$ cat src/logic/abe_pkg.sv
// Constants, field layout and state type for the add/and/bit execute block
// Contract
// (RULE1) Read-modify-write of an I/O port takes its source from the pin levels.
// (RULE2) A result written to timer0 count clears the prescaler if assigned to timer0.
// (RULE3) Program counter change or true test costs two cycles, the second a no-op.
// (RULE4) Add literal: accumulator plus 8-bit literal into accumulator; carry, digit carry, zero.
// (RULE5) Bit clear forces bit b of file f to zero; flags untouched.
// (RULE6) Bit set forces bit b of file f to one; flags untouched.
// (RULE7) Add file: accumulator plus f to accumulator (d=0) or f (d=1); three flags.
// (RULE8) AND literal: accumulator AND literal into accumulator; only zero flag changes.
// (RULE9) AND file: accumulator AND f steered by d; only zero flag changes.
// (RULE10) Test-skip-if-clear: bit zero discards the next instruction, two cycles.
// (RULE11) Test-skip-if-set: bit one discards the next instruction, two cycles.
// (RULE12) Zero when result is zero; carry from bit 7; digit carry from bit 3.
package abe_pkg;
  localparam int INSTR_W = 14;
  localparam int DATA_W  = 8;
  localparam int ADDR_W  = 7;

  // Field positions inside the instruction word
  localparam int F_LSB   = 0;
  localparam int DEST_POS = 7;
  localparam int BIT_LSB = 7;
  localparam int LIT_LSB = 0;

  // Opcode prefixes
  localparam logic [4:0] OPC_ADD_LIT  = 5'h1f; // bits 13:9
  localparam logic [5:0] OPC_AND_LIT  = 6'h39; // bits 13:8
  localparam logic [5:0] OPC_ADD_FILE = 6'h07; // bits 13:8
  localparam logic [5:0] OPC_AND_FILE = 6'h05; // bits 13:8
  localparam logic [3:0] OPC_BIT_CLR  = 4'h4;  // bits 13:10
  localparam logic [3:0] OPC_BIT_SET  = 4'h5;
  localparam logic [3:0] OPC_TEST_CLR = 4'h6;
  localparam logic [3:0] OPC_TEST_SET = 4'h7;
  localparam logic [1:0] LIT_CLASS    = 2'h3;  // bits 13:12, no file read

  // File addresses with side effects
  localparam logic [6:0] TIMER0_COUNT_ADDR = 7'h01;
  localparam logic [6:0] PC_LOW_ADDR       = 7'h02;
  localparam logic [6:0] PORT_ADDR         = 7'h05;

  // Reset values
  localparam logic [7:0] ACC_RST = 8'h00;
  localparam logic       FLAG_RST = 1'b0;

  typedef enum logic [2:0] {
    ST_IDLE = 3'b001,
    ST_EXEC = 3'b010,
    ST_NOP  = 3'b100
  } abe_state_t;
endpackage
$ cat src/logic/abe_alu.sv
// Combinational decode and arithmetic for the add/and/bit instructions
`timescale 1ns/1ns
`default_nettype none
module abe_alu (
  input  wire logic [abe_pkg::INSTR_W-1:0] i_instr,
  input  wire logic [abe_pkg::DATA_W-1:0]  i_acc,
  input  wire logic [abe_pkg::DATA_W-1:0]  i_oper,
  input  wire logic                        i_c,
  input  wire logic                        i_dc,
  input  wire logic                        i_z,
  output logic      [abe_pkg::DATA_W-1:0]  o_res,
  output logic                             o_to_file,
  output logic                             o_to_acc,
  output logic                             o_c,
  output logic                             o_dc,
  output logic                             o_z,
  output logic                             o_skip
);
  import abe_pkg::*;

  logic [DATA_W-1:0] lit;
  logic [2:0]        bsel;
  logic [DATA_W-1:0] bmask;
  logic [DATA_W:0]   sum_lit;
  logic [DATA_W:0]   sum_file;
  logic [4:0]        nib_lit;
  logic [4:0]        nib_file;
  logic              dest_f;

  // Operand fields and both adders
  assign lit      = i_instr[LIT_LSB +: DATA_W];
  assign bsel     = i_instr[BIT_LSB +: 3];
  assign bmask    = 8'h01 << bsel;
  assign dest_f   = i_instr[DEST_POS];
  assign sum_lit  = {1'b0, i_acc} + {1'b0, lit};
  assign sum_file = {1'b0, i_acc} + {1'b0, i_oper};
  assign nib_lit  = {1'b0, i_acc[3:0]} + {1'b0, lit[3:0]};
  assign nib_file = {1'b0, i_acc[3:0]} + {1'b0, i_oper[3:0]};

  // Opcode decode; anything unknown falls through as a no-op
  always_comb begin
    o_res     = i_oper;
    o_to_file = 1'b0;
    o_to_acc  = 1'b0;
    o_c       = i_c;
    o_dc      = i_dc;
    o_z       = i_z;
    o_skip    = 1'b0;
    if (i_instr[13:9] == OPC_ADD_LIT) begin
      o_res    = sum_lit[7:0]; // RULE4
      o_to_acc = 1'b1;
      o_c      = sum_lit[8];   // RULE12
      o_dc     = nib_lit[4];   // RULE12
      o_z      = (sum_lit[7:0] == 8'h00);
    end else if (i_instr[13:8] == OPC_AND_LIT) begin
      o_res    = i_acc & lit;  // RULE8
      o_to_acc = 1'b1;
      o_z      = ((i_acc & lit) == 8'h00); // RULE12
    end else if (i_instr[13:8] == OPC_ADD_FILE) begin
      o_res     = sum_file[7:0]; // RULE7
      o_to_file = dest_f;
      o_to_acc  = !dest_f;
      o_c       = sum_file[8];
      o_dc      = nib_file[4];
      o_z       = (sum_file[7:0] == 8'h00);
    end else if (i_instr[13:8] == OPC_AND_FILE) begin
      o_res     = i_acc & i_oper; // RULE9
      o_to_file = dest_f;
      o_to_acc  = !dest_f;
      o_z       = ((i_acc & i_oper) == 8'h00);
    end else if (i_instr[13:10] == OPC_BIT_CLR) begin
      o_res     = i_oper & ~bmask; // RULE5
      o_to_file = 1'b1;
    end else if (i_instr[13:10] == OPC_BIT_SET) begin
      o_res     = i_oper | bmask; // RULE6
      o_to_file = 1'b1;
    end else if (i_instr[13:10] == OPC_TEST_CLR) begin
      o_skip = !i_oper[bsel]; // RULE10
    end else if (i_instr[13:10] == OPC_TEST_SET) begin
      o_skip = i_oper[bsel]; // RULE11
    end
  end
endmodule
`default_nettype wire

$ cat src/logic/abe_exec.sv
// Execute stage for add, AND and bit instructions with file and flag update
`timescale 1ns/1ns
`default_nettype none
module abe_exec (
  input  wire logic                       I_CLK,
  input  wire logic                       I_RST,
  input  wire logic                       I_INSTR_VALID,
  input  wire logic [abe_pkg::INSTR_W-1:0] I_INSTR,
  input  wire logic [abe_pkg::DATA_W-1:0]  I_FILE_RDATA,
  input  wire logic [abe_pkg::DATA_W-1:0]  I_PORT_PINS,
  input  wire logic                       I_PRESCALER_ON_TIMER0,
  output logic                            O_READY,
  output logic      [abe_pkg::ADDR_W-1:0]  O_FILE_ADDR,
  output logic                            O_FILE_RD,
  output logic                            O_FILE_WE,
  output logic      [abe_pkg::DATA_W-1:0]  O_FILE_WDATA,
  output logic      [abe_pkg::DATA_W-1:0]  O_ACC,
  output logic                            O_CARRY,
  output logic                            O_DIGIT_CARRY,
  output logic                            O_ZERO,
  output logic                            O_PRESCALER_CLR,
  output logic                            O_DONE,
  output logic                            O_SKIP_NEXT,
  output logic                            O_NOP_CYCLE
);
  import abe_pkg::*;

  abe_state_t          state_q;
  logic [INSTR_W-1:0]  instr_q;
  logic [ADDR_W-1:0]   addr_q;
  logic                rd_q;
  logic                we_q;
  logic [DATA_W-1:0]   wdata_q;
  logic [DATA_W-1:0]   acc_q;
  logic                c_q;
  logic                dc_q;
  logic                z_q;
  logic                clr_q;
  logic                done_q;
  logic                skip_q;
  logic                nop_q;
  logic                ready_q;
  logic [DATA_W-1:0]   pin_s1_q;
  logic [DATA_W-1:0]   pin_s2_q;
  logic [DATA_W-1:0]   pin_s3_q;
  logic [DATA_W-1:0]   pins_q;
  logic [DATA_W-1:0]   operand;
  logic [DATA_W-1:0]   alu_res;
  logic                alu_to_file;
  logic                alu_to_acc;
  logic                alu_c;
  logic                alu_dc;
  logic                alu_z;
  logic                alu_skip;
  logic                in_exec;
  logic                pc_write;
  logic                two_cycle;
  logic                accept;

  // Pin levels cross in through three stages; a bit moves only when stages two and three agree
  always_ff @(posedge I_CLK or posedge I_RST) begin
    if (I_RST) begin
      pin_s1_q <= 8'h00;
      pin_s2_q <= 8'h00;
      pin_s3_q <= 8'h00;
      pins_q   <= 8'h00;
    end else begin
      pin_s1_q <= I_PORT_PINS;
      pin_s2_q <= pin_s1_q;
      pin_s3_q <= pin_s2_q;
      for (int i = 0; i < DATA_W; i++) begin
        if (pin_s2_q[i] == pin_s3_q[i]) begin
          pins_q[i] <= pin_s3_q[i];
        end
      end
    end
  end

  // Port reads take the pin levels so input pins are not rewritten from the latch
  assign operand = (addr_q == PORT_ADDR) ? pins_q : I_FILE_RDATA; // RULE1

  abe_alu u_alu (
    .i_instr   (instr_q),
    .i_acc     (acc_q),
    .i_oper    (operand),
    .i_c       (c_q),
    .i_dc      (dc_q),
    .i_z       (z_q),
    .o_res     (alu_res),
    .o_to_file (alu_to_file),
    .o_to_acc  (alu_to_acc),
    .o_c       (alu_c),
    .o_dc      (alu_dc),
    .o_z       (alu_z),
    .o_skip    (alu_skip)
  );

  // Writing the low program counter byte changes flow just like a taken skip
  assign accept    = ready_q && I_INSTR_VALID;
  assign in_exec   = (state_q == ST_EXEC);
  assign pc_write  = alu_to_file && (addr_q == PC_LOW_ADDR);
  assign two_cycle = alu_skip || pc_write; // RULE3

  // Sequencer: one execute cycle, plus a no-op cycle when flow changes
  always_ff @(posedge I_CLK or posedge I_RST) begin
    if (I_RST) begin
      state_q <= ST_IDLE;
      ready_q <= 1'b1;
      nop_q   <= 1'b0;
    end else begin
      nop_q <= 1'b0;
      case (state_q)
        ST_IDLE: begin
          if (accept) begin
            state_q <= ST_EXEC;
            ready_q <= 1'b0;
          end
        end
        ST_EXEC: begin
          if (two_cycle) begin
            state_q <= ST_NOP; // RULE3
            nop_q   <= 1'b1;
          end else begin
            state_q <= ST_IDLE;
            ready_q <= 1'b1;
          end
        end
        ST_NOP: begin
          state_q <= ST_IDLE;
          ready_q <= 1'b1;
        end
        default: begin
          state_q <= ST_IDLE;
          ready_q <= 1'b1;
        end
      endcase
    end
  end

  // Instruction capture and file read request; literal forms skip the read
  always_ff @(posedge I_CLK or posedge I_RST) begin
    if (I_RST) begin
      instr_q <= 14'h0000;
      addr_q  <= 7'h00;
      rd_q    <= 1'b0;
    end else if (accept) begin
      instr_q <= I_INSTR;
      addr_q  <= I_INSTR[F_LSB +: ADDR_W];
      rd_q    <= (I_INSTR[13:12] != LIT_CLASS);
    end else if (in_exec) begin
      rd_q <= 1'b0;
    end
  end

  // Result write-back to file or accumulator, and flags
  always_ff @(posedge I_CLK or posedge I_RST) begin
    if (I_RST) begin
      we_q    <= 1'b0;
      wdata_q <= 8'h00;
      acc_q   <= ACC_RST;
      c_q     <= FLAG_RST;
      dc_q    <= FLAG_RST;
      z_q     <= FLAG_RST;
    end else begin
      we_q <= in_exec && alu_to_file;
      if (in_exec) begin
        wdata_q <= alu_res;
        c_q     <= alu_c;  // RULE12
        dc_q    <= alu_dc;
        z_q     <= alu_z;
        if (alu_to_acc) begin
          acc_q <= alu_res;
        end
      end
    end
  end

  // Completion, skip and prescaler pulses, one cycle each
  always_ff @(posedge I_CLK or posedge I_RST) begin
    if (I_RST) begin
      done_q <= 1'b0;
      skip_q <= 1'b0;
      clr_q  <= 1'b0;
    end else begin
      done_q <= in_exec;
      skip_q <= in_exec && two_cycle; // RULE10 RULE11
      clr_q  <= in_exec && alu_to_file && (addr_q == TIMER0_COUNT_ADDR)
                && I_PRESCALER_ON_TIMER0; // RULE2
    end
  end

  assign O_READY         = ready_q;
  assign O_FILE_ADDR     = addr_q;
  assign O_FILE_RD       = rd_q;
  assign O_FILE_WE       = we_q;
  assign O_FILE_WDATA    = wdata_q;
  assign O_ACC           = acc_q;
  assign O_CARRY         = c_q;
  assign O_DIGIT_CARRY   = dc_q;
  assign O_ZERO          = z_q;
  assign O_PRESCALER_CLR = clr_q;
  assign O_DONE          = done_q;
  assign O_SKIP_NEXT     = skip_q;
  assign O_NOP_CYCLE     = nop_q;

  logic [2:0] bsel;
  logic       op_add_lit;
  logic       op_and_lit;
  logic       op_add_file;
  logic       op_and_file;
  logic       op_bclr;
  logic       op_bset;
  logic       op_tclr;
  logic       op_tset;
  assign bsel        = instr_q[BIT_LSB +: 3];
  assign op_add_lit  = in_exec && (instr_q[13:9] == OPC_ADD_LIT);
  assign op_and_lit  = in_exec && (instr_q[13:8] == OPC_AND_LIT);
  assign op_add_file = in_exec && (instr_q[13:8] == OPC_ADD_FILE);
  assign op_and_file = in_exec && (instr_q[13:8] == OPC_AND_FILE);
  assign op_bclr     = in_exec && (instr_q[13:10] == OPC_BIT_CLR);
  assign op_bset     = in_exec && (instr_q[13:10] == OPC_BIT_SET);
  assign op_tclr     = in_exec && (instr_q[13:10] == OPC_TEST_CLR);
  assign op_tset     = in_exec && (instr_q[13:10] == OPC_TEST_SET);
endmodule
`default_nettype wire

$ cat config.mk
export PLATFORM = sky130hd
export DESIGN_NAME = abe_exec
export DESIGN_NICKNAME = d
export VERILOG_FILES = /design/src/logic/abe_pkg.sv /design/src/logic/abe_alu.sv /design/src/logic/abe_exec.sv
export SDC_FILE = /design/constraint.sdc
export NUM_CORES = 1
export LEC_CHECK = 0
export BUFFER_PORTS_ARGS = -buffer_cell sky130_fd_sc_hd__buf_2
export CAP_MARGIN = 5
export CORE_MARGIN = 2
export CORE_UTILIZATION = 45
export DETAILED_ROUTE_END_ITERATION = 16
export GPL_TIMING_DRIVEN = 0
export PLACE_DENSITY = 0.76
export SYNTH_ARGS = -nofsm -noshare
export SYNTH_HDL_FRONTEND = slang
export SYNTH_SLANG_ARGS = --single-unit
$ cat constraint.sdc
create_clock -name I_CLK -period 3.95 [get_ports I_CLK]
set_input_delay 0.5925 -clock I_CLK [delete_from_list [all_inputs] [get_ports I_CLK]]
set_output_delay 0.5925 -clock I_CLK [all_outputs]
set_load 0.01 [all_outputs]
* After elaboration in Yosys (flattened, before gate mapping)
Cells that the tools add are included.
** Word-level totals
- Input bits :: 34
- Register bits after elaboration :: 82
- Output and inout bits :: 33
** Cells by class
- $add $sub $neg :: 4
- Reductions and logical operators :: 20
- Shift operators :: 1
- Magnitude comparators :: 1
- Equality and inequality tests :: 25
- Multiplexer cells :: 47
- Bitwise logic cells :: 5
** Operators by type and width (count)
- $mux W8 :: 7
- $mux W1 :: 35
- $logic_not A8 Y1 :: 4
- $and A8 B8 Y8 :: 3
- $add A8 B8 Y9 :: 2
- $eq A4 B3 Y1 const B :: 4
- $eq A6 B3 Y1 const B :: 2
- $add A4 B4 Y5 :: 2
- $eq A1 B1 Y1 :: 8
- $ne A2 B2 Y1 const B :: 4
- $not A8 Y8 :: 1
- $or A8 B8 Y8 :: 1
- $shl A1 B3 Y8 const A :: 1
- $eq A7 B1 Y1 const B :: 1
- $eq A7 B2 Y1 const B :: 1
- $eq A7 B3 Y1 const B :: 1
- $eq A6 B6 Y1 const B :: 1
- $logic_and A1 B1 Y1 :: 6
- $mux W3 :: 2
- $pmux W3 S2 :: 1
- $reduce_and A2 Y1 :: 3
- $eq A5 B5 Y1 const B :: 1
- $lt A3 B4 Y1 const B :: 1
- $reduce_bool A2 Y1 :: 2
- other kinds (8) :: 9

* Logic depth before layout (Yosys ltp)
- Depth after elaboration :: 15
- Mapped depth :: 13
- Depth with buffers taken out :: 13

* Hierarchy
Synthesis repeated with hierarchy kept, for this count alone.
** Second synthesis, totals
- Cells, all modules :: 350
- Area total of the unflattened synthesis :: 4012.6 µm²
** Modules (own cells, without submodules)
- abe_exec :: sequential area each 1854.3 µm², area each 2701.3 µm², cells each 164, instances 1
- abe_alu :: sequential area each 0.0 µm², area each 1311.3 µm², cells each 186, instances 1

* Worst setup path after synthesis
No wires, ideal clock.
- Path type :: reg2reg
- Start point :: register instr_q[3]
- End point :: register acc_q[5] (netlist: O_ACC[5])
- Buffers on the path :: 1
- Data arrival time :: 3.260 ns
- Library setup time :: 0.077 ns
- Setup slack :: 0.612 ns
- Cell stages (with the launch flop) :: 13
- Clock period less this slack :: 3.338 ns
- Cells stage by stage :: dfrtp_1 -> or4_4 -> nor2_4 -> buf_6 -> mux2_2 -> ha_1 -> a21o_1 -> a21o_1 -> a2111oi_0 -> o31ai_1 -> a22oi_1 -> a221oi_2 -> a21oi_1
** On the way
- Word-level cells in the longest chain between the ends :: 2
** RTL lines
- start, declared :: line abe_exec.sv:29 : logic [INSTR_W-1:0] instr_q;
- start signal, assigned :: line abe_exec.sv:143 : instr_q <= 14'h0000;
- start signal, assigned :: line abe_exec.sv:147 : instr_q <= I_INSTR;
- $add A8 B8 Y9 :: line abe_alu.sv:35 : assign sum_lit = {1'b0, i_acc} + {1'b0, lit};
- $mux W8 :: line abe_alu.sv:49 : if (i_instr[13:9] == OPC_ADD_LIT) begin
- end signal, assigned :: line abe_exec.sv:172 : acc_q <= alu_res;
- end, declared :: line abe_exec.sv:34 : logic [DATA_W-1:0] acc_q;
Every way passes these cells.
A chain may end at the register's enable or synchronous reset.

* Final worst setup path
- Start point :: register instr_q[3]
- End point :: register wdata_q[6] (netlist: O_FILE_WDATA[6])
** On the way
- Word-level cells in the longest chain between the ends :: 2
** RTL lines
- $add A8 B8 Y9 :: line abe_alu.sv:35
- $mux W8 :: line abe_alu.sv:49
- end signal, assigned :: line abe_exec.sv:167 : wdata_q <= alu_res;
- end, declared :: line abe_exec.sv:33 : logic [DATA_W-1:0] wdata_q;
Every way passes these cells.

==> PnR_summary.wiki <==
{| class="wikitable"
! Metric !! Value
|-
| Outcome || complete, no violations
|-
| Global-route wire length before repair || between 15000 and 20000 µm
|-
| Kind of end point of the critical path || register
|-
| Horizontal die dimension || between 100 and 150 µm
|-
| DIE AREA || 10000 µm²
|-
| Leakage power summed over all cells || 2.14 nW
|-
| Count of fill cells added during filler insertion || approximately 800
|-
| Die Ht || approximately 100 µm
|-
| P_sw || 1.38 mW
|-
| Launching element type of the critical path || register
|-
| Worst setup path class || register to register
|-
| Reg power frac || between 30% and 40%
|-
| CTS Buf Count || 9
|-
| Number of placed instances, taps included || 572
|-
| Crit-path leading delay family || compound AO/OA/AOI/OAI gates
|-
| Worst hold-check path type || input pin to register
|-
| Post-synth EDFFs || 0
|-
| Ys async rst share || 100%
|-
| I/O pin cnt || between 60 and 70
|-
| Slew at the pin with the worst max-slew slack || 0.880 ns
|-
| HPWL reported at the end of detailed placement || 7550 µm
|-
| Synth area leaders || dfrtp_1 43%, ha_1 5.7%, mux2_2 5.7%
|-
| Clock Skews || ~0.0086 ns
|-
| Avg Inst Size Synth || about 11 µm²
|-
| Dominant synthesized flop cell || dfrtp_1
|-
| Drt via density || 5.69
|-
| Global-route total usage across every layer || 21.1%
|-
| Count of distinct cell types in the synthesized netlist || 64
|-
| Drt drc || 0
|-
| Clock-pin slew on the worst setup and hold paths || 0.08 ns
|-
| Ratio of cells with drive above 1 in the final layout || about 27%
|-
| Largest stage delay on the critical path || roughly 0.63 ns
|-
| Non-Filler Instances || 588
|-
| DRT antenna net count || 0
|-
| Required time at the endpoint of the critical path || 4.21 ns
|-
| Nets@finish || ~530
|-
| Endpoint arrival time on the critical path || 3.98 ns
|-
| Cts hold-fix bufs || 0
|-
| Post-route setup TNS || 0 ns
|-
| Number of DRC markers in iteration 0 || 211
|-
| DR pass1 iterations || 5
|-
| Overall via count from detail_route || 3345
|-
| Cell area after synthesis || roughly 4200 µm²
|-
| H-tree depth || 3
|-
| Setup repair after global routing missed its margin || no
|-
| Achievable frequency || 269 MHz
|-
| Total Routed Length || 10200 µm
|-
| Number of setup violations in the final report || 0
|-
| Largest fanout on the critical path || 10
|-
| Area leader, netlist || dfrtp_1
|-
| Maximum root-to-sink buffer count || 2
|-
| Maximum Capacitance Violations || 0
|-
| Area Overhead vs Synth || 16.8%
|-
| Area share of the largest cell type after synthesis || 43.3%
|-
| Routed length per instance || 17.3 µm
|-
| Final period utilization || 94.2%
|-
| Vias in the first global route || 3221
|-
| Syn_nets || 450
|-
| Relative contribution of combinational cells to total power || between 40% and 50%
|-
| Pins Over Slew Limit || 0
|-
| Final Hold Fails || 0
|-
| Sw frac || 40.8%
|-
| Pwr per Cell Area || 695 nW/µm²
|-
| Count of synthesis-stage warnings from yosys || 0
|-
| Final critical-path required period || 3.72 ns
|-
| Number of sinks on the clock net || 74
|-
| Cell Chain, Critical Path || or4_4, nor2_4, buf_6, mux2_2, ha_1, nor2b_1, o21a_1, o21ai_0, a21oi_1, o31ai_1, o211ai_1, a41oi_1
|-
| Clock tree from TritonCTS || yes
|-
| Number of buffers added on ports || 66
|-
| Share of total power in the clock network || 18.8%
|-
| Critical-path top delay cell || or4_4
|-
| Total buffers and inverters traversed by the critical path || 1
|-
| Maximum vdd ir drop || 333 µV
|-
| Pin count of the biggest net entering global routing || 75
|-
| Core region area || 9110 µm²
|-
| Cell at the root of the clock tree || clkbuf_8
|-
| Number of storage elements in the synthesis netlist || 74
|-
| Antenna diode count || 0
|-
| Dominant cell by count in the synthesized netlist || dfrtp_1
|-
| GRT overflow || 0
|-
| Clock network latency to the later pin of the worst-skew pair || 0.35 ns
|-
| Gpl congestion || 0.958
|-
| Number of core rows || 35
|-
| Internal power contribution || 2.00 mW
|-
| Mapped Cells || roughly 400
|-
| Synth top cells by count || 72 x dfrtp_1, 36 x nor2_1, 28 x o21ai_0
|-
| Proportion of synthesized chip area in sequential cells || approximately 45%
|-
| Slew margin rel. || about two fifths
|-
| Initial cell density of the core || a little under half
|-
| Initial antenna violation count || 0
|}
-- metrics by stage --
stage                     cell area, µm²  hold WS (ns)  power [mW]  utilization, %  worst slack (ns)
final                               4860         0.342        3.38            53.4             0.230
after global placement              4630         0.334        2.66            50.9             0.230
after floorplan                     4160         0.331        2.25               -             0.612
after detailed placement            4630         0.335        2.71            50.9             0.166
after CTS                           4850         0.330        3.36            53.2             0.120
after global routing                4860         0.324        3.63            53.4            0.0183
-- kinds of logic after synthesis --
logic type,share of synthesized area [%]
flip-flops,44.5
adder cells (fa/ha/maj),8.60
buffers and inverters,4.33
AND/OR/NAND/NOR,13.8
AO/OA/AOI/OAI,16.0
XOR/XNOR,1.47
multiplexers,11.2
-- state kept, by name, summed over array words and instances (netlist names), 3 cells and up --
register      count
O_ACC             8
O_FILE_WDATA      8
instr_q          14
pin_s1_q          8
pin_s2_q          8
pin_s3_q          8
pins_q            8
state_q           3
-- what timing repair did --
action                                 4_1_cts  5_1_grt
buffers inserted                             0        0
resized for setup                            0        4
endpoints found under the hold margin        0        0
setup endpoints to repair                    0        4
-- layer usage --
layer  vias to the layer above  track usage, %  routed length, µm
met5                         -               0                  0
met1                      1617            28.7               4660
met3                        14            4.74                462
met4                         0            6.32                176
met2                       103            34.1               4900
li1                       1611               -                  -
-- layout by cell type, fill, tap and decap left out, drive strengths merged, types with 3 or more instances in the layout --
| master | n |
|---|---|
| inv | 13 |
| o31ai | 5 |
| a21o | 7 |
| o21a | 4 |
| a31oi | 4 |
| or3b | 4 |
| nand3 | 6 |
| maj3 | 8 |
| mux2 | 21 |
| nor4 | 5 |
| xnor2 | 3 |
| nand2 | 25 |
| nor3 | 9 |
| buf | 76 |
| o21ai | 30 |
| mux2i | 8 |
| or2 | 3 |
| clkinv | 3 |
| clkbuf | 24 |
| o22a | 3 |
| a211oi | 4 |
| nor2 | 37 |
| and3 | 4 |
| ha | 19 |
| xor2 | 4 |
| dfrtp | 72 |
| nand4b | 4 |
| a21oi | 23 |
| mux4 | 6 |
-- area by class of cell --
type / instances / area [µm²] / area share [%]
clock inverters: 5 / 81.3 / 1.67
clock buffers: 11 / 131 / 2.70
well taps: 111 / 139 / 2.86
inverters: 14 / 55.1 / 1.13
plain buffers: 23 / 128 / 2.62
flip-flops and latches: 74 / 1850 / 38.1
repair buffers: 66 / 330 / 6.79
multi-input cells: 284 / 2140 / 44.1
-- power groups by stage --
| stage | clock network [mW] | logic (mW) | registers, mW |
|---|---|---|---|
| final | 0.636 | 1.62 | 1.13 |
| after global routing | 0.686 | 1.79 | 1.16 |
| after CTS | 0.648 | 1.58 | 1.13 |
| after detailed placement | 0 | 1.57 | 1.14 |
| after global placement | 0 | 1.52 | 1.14 |
| after floorplan | 0 | 1.12 | 1.13 |
-- path summary, 6_finish.rpt --
kind / from / to / slack [ns] / cells past startpoint
hold reg to reg: pin_s1_q[6] / pin_s2_q[6] / 0.35 / 0
setup / recovery: instr_q[3] / O_FILE_WDATA[6] / 0.23 / 12
min in group asynchronous: I_RST / pin_s3_q[2] / 0.44 / 2
max in group asynchronous: I_RST / O_ACC[5] / 2.95 / 2
hold / removal: I_PORT_PINS[4] / pin_s1_q[4] / 0.34 / 1
setup reg to reg: instr_q[3] / O_FILE_WDATA[6] / 0.23 / 12
(Power assumes the default switching activity.)
